--- src/core/fic_regs.vh ---
// Constants for the float/integer conversion decoder.
// Assumes inclusion by the decoder and its converter only.
`ifndef FIC_REGS_VH
`define FIC_REGS_VH

// ----------------------------------------
// Instruction word fields
// ----------------------------------------
`define FIC_SEL_HI 31
`define FIC_SEL_LO 29
`define FIC_SRC_HI 28
`define FIC_SRC_LO 25
`define FIC_OPC_HI 24
`define FIC_OPC_LO 21
`define FIC_DST_HI 20
`define FIC_DST_LO 16
`define FIC_SUB_HI 15
`define FIC_SUB_LO 0

// ----------------------------------------
// Opcode and sub-code values
// ----------------------------------------
`define FIC_OPC_SGL_TO_INT 4'h5
`define FIC_OPC_INT_TO_FLT 4'h6
`define FIC_SUB_SHORT_FLT 16'h1F00
`define FIC_SUB_SHORT_DBL 16'h1F80
`define FIC_SUB_HREG_FLT 16'h5F00
`define FIC_SUB_HREG_DBL 16'h5F80
`define FIC_SUB_HMEM 16'h9F00

// ----------------------------------------
// Special register codes and reset values
// ----------------------------------------
`define FIC_REG_C 5'h1E
`define FIC_REG_CT 5'h1F
`define FIC_COPROC_SEL_RST 3'h0

// ----------------------------------------
// Conversion kinds
// ----------------------------------------
`define FIC_CONV_F2I 2'h0
`define FIC_CONV_I2D 2'h1
`define FIC_CONV_I2F 2'h2

`endif

--- src/core/float_int_convert_ops.v ---
// Decoder and executor for the float/integer conversion instructions.
// Assumes the host logic runs on i_clk and offers one word per handshake.
`timescale 1ns/100ps
`include "fic_regs.vh"

// Contract
// - An instruction word splits into select 31:29, source 28:25, opcode 24:21, destination 20:16 and sub-code 15:0.
// - The host-register single-to-integer form latches the host word into the source and writes its integer to the destination.
// - The memory single-to-integer forms latch the memory word into the source and write its integer to the destination.
// - Short integer-to-double reads the source integer and writes its double to the destination.
// - Host-register integer-to-double loads the integer from a two-word move, converts and stores it.
// - Short integer-to-single reads the source integer and writes its single to the destination.
module float_int_convert_ops #(
	parameter [2:0] COPROC_SEL = `FIC_COPROC_SEL_RST
) (
	// Clock and reset
	input wire i_clk,
	input wire i_sys_rst,
	// Instruction words from the host
	input wire i_instr_valid,
	input wire [31:0] i_instr,
	output wire o_instr_ready,
	// Operand words from the host
	input wire i_data_valid,
	input wire [31:0] i_data,
	output wire o_data_ready,
	// Register file read port
	input wire [4:0] i_rd_addr,
	output reg [63:0] o_rd_data,
	// Status
	output reg o_busy,
	output reg o_done,
	output reg o_illegal
);

// ----------------------------------------
// States
// ----------------------------------------
localparam [3:0] ST_IDLE = 4'b0001;
localparam [3:0] ST_LOAD = 4'b0010;
localparam [3:0] ST_EXEC = 4'b0100;
localparam [3:0] ST_WRITE = 4'b1000;

reg [3:0] state_reg;
reg [3:0] state_next;
reg [1:0] kind_reg;
reg [3:0] src_reg;
reg [4:0] dst_reg;
reg [1:0] words_reg;
reg [63:0] result_reg;
reg [63:0] rf [0:31];

wire [63:0] conv_result;
wire [2:0] f_sel;
wire [3:0] f_src;
wire [3:0] f_opc;
wire [4:0] f_dst;
wire [15:0] f_sub;
reg dec_ok;
reg [1:0] dec_kind;
reg [1:0] dec_words;

// ----------------------------------------
// Field split
// ----------------------------------------
// fixed field positions
assign f_sel = i_instr[`FIC_SEL_HI:`FIC_SEL_LO];
assign f_src = i_instr[`FIC_SRC_HI:`FIC_SRC_LO];
assign f_opc = i_instr[`FIC_OPC_HI:`FIC_OPC_LO];
assign f_dst = i_instr[`FIC_DST_HI:`FIC_DST_LO];
assign f_sub = i_instr[`FIC_SUB_HI:`FIC_SUB_LO];

// ----------------------------------------
// Decode
// ----------------------------------------
// opcode plus sub-code pick kind and source
always @* begin
	dec_ok = 1'b0;
	dec_kind = `FIC_CONV_F2I;
	dec_words = 2'd0;
	if (f_opc == `FIC_OPC_SGL_TO_INT) begin
		dec_kind = `FIC_CONV_F2I;
		// memory forms look like a one-word host move
		if (f_sub == `FIC_SUB_HREG_FLT || f_sub == `FIC_SUB_HMEM) begin
			dec_ok = 1'b1;
			dec_words = 2'd1;
		end
	end else if (f_opc == `FIC_OPC_INT_TO_FLT) begin
		case (f_sub)
			`FIC_SUB_SHORT_DBL: begin
				dec_ok = 1'b1;
				dec_kind = `FIC_CONV_I2D;
			end
			`FIC_SUB_HREG_DBL: begin
				dec_ok = 1'b1;
				dec_kind = `FIC_CONV_I2D;
				dec_words = 2'd2;
			end
			`FIC_SUB_SHORT_FLT: begin
				dec_ok = 1'b1;
				dec_kind = `FIC_CONV_I2F;
			end
			`FIC_SUB_HREG_FLT, `FIC_SUB_HMEM: begin
				dec_ok = 1'b1;
				dec_kind = `FIC_CONV_I2F;
				dec_words = 2'd1;
			end
			default: begin
				dec_ok = 1'b0;
			end
		endcase
	end
	// refuse C and count/temporary in the short forms
	if (dec_ok && dec_words == 2'd0 && (f_dst == `FIC_REG_C || f_dst == `FIC_REG_CT))
		dec_ok = 1'b0;
end

assign o_instr_ready = (state_reg == ST_IDLE);
assign o_data_ready = (state_reg == ST_LOAD);

// ----------------------------------------
// Sequencer
// ----------------------------------------
always @* begin
	state_next = state_reg;
	case (state_reg)
		ST_IDLE: begin
			// Other select codes belong to another coprocessor
			if (i_instr_valid && f_sel == COPROC_SEL && dec_ok)
				state_next = (dec_words == 2'd0) ? ST_EXEC : ST_LOAD;
		end
		ST_LOAD: begin
			if (i_data_valid && words_reg == 2'd1)
				state_next = ST_EXEC;
		end
		ST_EXEC: begin
			state_next = ST_WRITE;
		end
		ST_WRITE: begin
			state_next = ST_IDLE;
		end
		default: begin
			state_next = ST_IDLE;
		end
	endcase
end

always @(posedge i_clk or posedge i_sys_rst) begin
	if (i_sys_rst) begin
		state_reg <= ST_IDLE;
		kind_reg <= 2'h0;
		src_reg <= 4'h0;
		dst_reg <= 5'h0;
		words_reg <= 2'h0;
		result_reg <= 64'h0;
		o_rd_data <= 64'h0;
		o_busy <= 1'b0;
		o_done <= 1'b0;
		o_illegal <= 1'b0;
	end else begin
		state_reg <= state_next;
		o_rd_data <= rf[i_rd_addr];
		o_busy <= (state_next != ST_IDLE);
		o_done <= (state_reg == ST_WRITE);
		o_illegal <= (state_reg == ST_IDLE) && i_instr_valid && f_sel == COPROC_SEL && !dec_ok;
		if (state_reg == ST_IDLE && i_instr_valid) begin
			kind_reg <= dec_kind;
			// source index lives in the first half of the file
			src_reg <= f_src;
			dst_reg <= f_dst;
			words_reg <= dec_words;
		end
		if (state_reg == ST_LOAD && i_data_valid)
			words_reg <= words_reg - 2'd1;
		if (state_reg == ST_EXEC)
			result_reg <= conv_result;
	end
end

// ----------------------------------------
// Register file
// ----------------------------------------
// No reset: contents are data, not control
always @(posedge i_clk) begin
	// host word lands in the source register
	// second word repeats the first, so either one serves
	if (state_reg == ST_LOAD && i_data_valid)
		rf[{1'b0, src_reg}] <= {32'h0, i_data};
	if (state_reg == ST_WRITE)
		rf[dst_reg] <= result_reg;
end

fp_convert_unit fp_convert_unit_inst (
	.i_kind(kind_reg),
	.i_operand(rf[{1'b0, src_reg}][31:0]),
	.o_result(conv_result)
);

endmodule // float_int_convert_ops

--- src/core/fp_convert_unit.v ---
// Combinational float/integer converter.
// Assumes the caller registers the result.
`timescale 1ns/100ps
`include "fic_regs.vh"

module fp_convert_unit (
	// Request
	input wire [1:0] i_kind,
	input wire [31:0] i_operand,
	// Result
	output reg [63:0] o_result
);

reg sign;
reg [31:0] mag;
reg [31:0] norm;
reg [5:0] lz;
reg found;
reg rnd;
reg [30:0] sgl_bits;
reg [7:0] exp8;
reg [10:0] exp11;
reg [31:0] shifted;
reg [7:0] shamt;
integer k;

always @* begin
	sign = i_operand[31];
	mag = sign ? (32'h0 - i_operand) : i_operand;
	lz = 6'h0;
	found = 1'b0;
	for (k = 31; k >= 0; k = k - 1) begin
		if (!found && mag[k]) begin
			found = 1'b1;
			lz = 6'd31 - k[5:0];
		end
	end
	norm = mag << lz;
	exp8 = 8'd158 - {2'h0, lz};
	exp11 = 11'd1054 - {5'h0, lz};
	// Nearest even; a carry out of the mantissa bumps the exponent
	rnd = norm[7] & ((|norm[6:0]) | norm[8]);
	sgl_bits = {exp8, norm[30:8]} + {30'h0, rnd};
	shamt = 8'd158 - i_operand[30:23];
	shifted = {1'b1, i_operand[22:0], 8'h00} >> shamt[4:0];
	o_result = 64'h0;
	case (i_kind)
		`FIC_CONV_F2I: begin
			if (i_operand[30:23] < 8'd127) begin
				o_result = 64'h0;
			end else if (i_operand[30:23] >= 8'd158) begin
				// Out of range saturates; NaN goes positive
				if (sign && !(i_operand[30:23] == 8'hFF && |i_operand[22:0]))
					o_result = {32'h0, 32'h80000000};
				else
					o_result = {32'h0, 32'h7FFFFFFF};
			end else begin
				o_result = {32'h0, sign ? (32'h0 - shifted) : shifted};
			end
		end
		`FIC_CONV_I2D: begin
			if (found)
				o_result = {sign, exp11, norm[30:0], 21'h0};
		end
		`FIC_CONV_I2F: begin
			if (found)
				o_result = {32'h0, sign, sgl_bits};
		end
		default: begin
			o_result = 64'h0;
		end
	endcase
end

endmodule // fp_convert_unit
--- config.mk ---
export PLATFORM = sky130hd
export DESIGN_NAME = float_int_convert_ops
export DESIGN_NICKNAME = d
export VERILOG_FILES = /design/src/core/float_int_convert_ops.v /design/src/core/fp_convert_unit.v
export VERILOG_INCLUDE_DIRS = /design/src /design/src/core
export SDC_FILE = /design/constraint.sdc
export NUM_CORES = 2
export LEC_CHECK = 0
export BUFFER_PORTS_ARGS = -buffer_cell sky130_fd_sc_hd__buf_2
export CAP_MARGIN = 10
export CORE_AREA = 10 10 467 469
export DETAILED_ROUTE_END_ITERATION = 8
export DIE_AREA = 0 0 477 479
export GPL_TIMING_DRIVEN = 0
export PLACE_DENSITY = 0.6
export SLEW_MARGIN = 20
export SYNTH_ARGS = -nofsm -noshare
export SYNTH_HDL_FRONTEND = slang
export SYNTH_SLANG_ARGS = --single-unit
--- constraint.sdc ---
create_clock -name i_clk -period 8.92 [get_ports i_clk]
set_clock_uncertainty 0.2 [all_clocks]
set_input_delay 1.338 -clock i_clk [delete_from_list [all_inputs] [get_ports i_clk]]
set_output_delay 1.338 -clock i_clk [all_outputs]
set_load 0.02 [all_outputs]
==> results.ini <==
[yosys]
avgSynthCellArea_um2 = 19.1
synth_common_cells = edfxtp_1 (2016), mux4_2 (761), nand2_1 (315)
synth_edf_count = 2016
synth.distinct_cells = 111
synth_seq_cells = 2162
syn-num-nets = 4984
syn_area_mm2 = 0.0934
yosysSeqAreaShare_pct = 68.7
yosys_warnings = 0
synth_top_area_cell = edfxtp_1
synth_area_leaders = edfxtp_1 (65%), mux4_2 (18%), dfrtp_1 (3.9%), nand2_1 (1.3%), mux2_2 (1.2%)
synth_ff_type = edfxtp_1
yosys.area.top_type_share_pct = 64.8
yosysMostFrequentCell = edfxtp_1
syn-instance-count = 4900
async_reset_ff_share_pct = 6.75

[setup_path]
cp.required_ns = 9.45
crit_fanout = 10
cpMostUsedCell = buf_12
cp_slowest_stage_delay_ns = 0.67
crit_slowest_cell = o21ai_2
path_buf_inv = 6
cp-start-kind = register
end_kind = register
crit_arrival_ns = 9.38
cpLargestDelayFamily = simple AND/OR/NAND/NOR gates
critical_path_class = register to register

[grt]
grt_pass1_vias = 54500
grt_usage_pct = 27.5
antenna_found_initial = 18
grt_pass1_wl_mm = 443
grt_max_degree = 79
grt_overflow = 0

[sta]
setup_viol = 0
whs_ns = 0.284
rsz0062_at_grt = true
finalCritPeriodShare_pct = 99.2
tns_ns = 0
report.final.slew_viol_count = 0
fmax_mhz = 113
worst_pin_slew_ns = 1.27
period_minus_slack_ns = 8.85
relSlewSlack_pct = 15.3
final-hold-violation-count = 0

[clocking]
cts_tree = yes
htree_levels = 4
clk_path_buf_depth = 3
clock_latency_ns = 0.90
cts_buffers = 216
path_clk_slew_ns = 0.08
cts.sinks = 2162
root_buffer = clkbuf_16

[route]
avgRoutedWirePerCell_um = 38.1
drtIter0Drc = 7380
drt-vias-per-instance = 6.59
postRouteAntennaNets = 0
drcViolationCount = 0
drt_wl_total_mm = 322
drt_first_pass_iters = 6
vias = 55600

[power]
p_leak_nw = 37.3
power.density_mw_per_mm2 = 236
peakVddDrop_uv = 223

[worst_hold_path]
hp-class = register to register

[die]
start_util_pct = 44.8
pin_count = 142
fp.dieH_um = 479
coreArea_mm2 = 0.209
fp-row-count = 168
dieArea_mm2 = 0.228
die_x_um = 477

[layout]
stdcell_area_mm2 = 0.110
fillers = 16300
nets = 5528
syn_to_final_growth_pct = 17.8
final_layout_size_suffix_gt1_share_pct = 34.1
largest_reg_flops = 2016

[placement]
place_area_mm2 = 0.101
gp_congestion = 0.996
hpwl_mm = 228
io_buffers = 136

[outcome]
outcome = finished clean

[run]
cap_viol_max_count = 0

[cell families (layout without fill, tap and decap cells)]
logic type | after synthesis | count (layout) | share of synthesized area, %
buffers and inverters | 325 | 1055 | 1.48
and+or+nand+nor | 824 | 824 | 4.41
xor gates and xnor gates | 101 | 101 | 0.955
adders and majority gates | 11 | 11 | 0.147
DFF | 2162 | 2162 | 68.7
other | 0 | 6 | 0
AOI/OAI and AO/OA | 542 | 542 | 3.94
muxes | 935 | 935 | 20.3
[final cells by class]
| cell class | instances | area, µm² | area share (%) |
|---|---|---|---|
| flip-flops and latches | 2162 | 64200 | 58.3 |
| multi-input cells | 2413 | 28900 | 26.3 |
| clock buffers | 295 | 5980 | 5.43 |
| repair buffers | 330 | 4440 | 4.03 |
| well taps | 2805 | 3510 | 3.19 |
| plain buffers | 295 | 1550 | 1.41 |
| clock inverters | 109 | 1370 | 1.25 |
| inverters | 26 | 114 | 0.103 |
| diodes | 6 | 15.0 | 0.0136 |
[cells in the final DEF (no fill, tap or decap), types with 35 or more instances in the layout]
cell type     n
buf_2       190
o21ai_0      84
nand4_1      38
edfxtp_1   2016
nor2_4       39
a21oi_1     148
mux2_2       97
mux2i_1      63
buf_12       96
clkbuf_2     77
clkinv_2     35
dfrtp_1     145
mux4_2      761
buf_4        53
nor3_1       51
xor2_1       36
clkbuf_1    158
buf_16       56
nand3_1      68
nand2_1     285
clkbuf_16   220
nor2_1      112
xnor2_1      47
[where the power goes]
group          leakage, nW  internal [mW]  switching [mW]
combinational         12.3           1.78            3.66
sequential            21.5           11.0          0.0132
clock                 3.59           5.48            4.00
[tightest hold or removal path, cell delays in order, from the launching register on]
cell and delay, ns:
dfrtp_1 0.34, nand2_1 0.05, o21ai_0 0.06
[metal layers]
layer,GRT usage [%],share of wire (%)
met1,37.3,39
met2,42.1,46
met3,7.04,10
met4,12.5,5.3
met5,0,0.029
[repair_timing]
| item | 4_1_cts | 5_1_grt |
|---|---|---|
| buffers inserted | 25 | 17 |
| setup endpoints to repair | 63 | 28 |
| pin swaps | 16 | 15 |
| gates resized for setup | 127 | 88 |
| hold buffers | 0 | 0 |
[path summary, 6_finish.rpt]
path | slack (ns) | endpoint | cells past startpoint | startpoint
setup / recovery | 0.07 | result_reg[9]$_DFFE_PP0N_ | 26 | src_reg[1]$_DFFE_PP0P_
setup reg to reg | 0.07 | result_reg[9]$_DFFE_PP0N_ | 26 | src_reg[1]$_DFFE_PP0P_
hold reg to reg | 0.28 | result_reg[3]$_DFFE_PP0N_ | 2 | result_reg[3]$_DFFE_PP0N_
min in group asynchronous | 0.32 | dst_reg[0]$_DFFE_PP0P_ | 2 | i_sys_rst
max in group asynchronous | 7.17 | o_rd_data[0]$_DFF_PP0_ | 3 | i_sys_rst
hold / removal | 0.28 | result_reg[3]$_DFFE_PP0N_ | 2 | result_reg[3]$_DFFE_PP0N_
[stage by stage]
stage                     util, %  setup slack [ns]  total power [mW]  instances
after CTS                    52.4           -0.0170              25.8       8418
final                        52.7            0.0674              26.0       8441
after global routing         52.7           -0.0444              26.6       8439
after global placement       46.8             -3.40              16.2       7841
after detailed placement     48.6             -3.45              16.2       7991
after floorplan                 -             0.968              14.3       4900
Note: power is estimated with default switching activity, not from simulation.
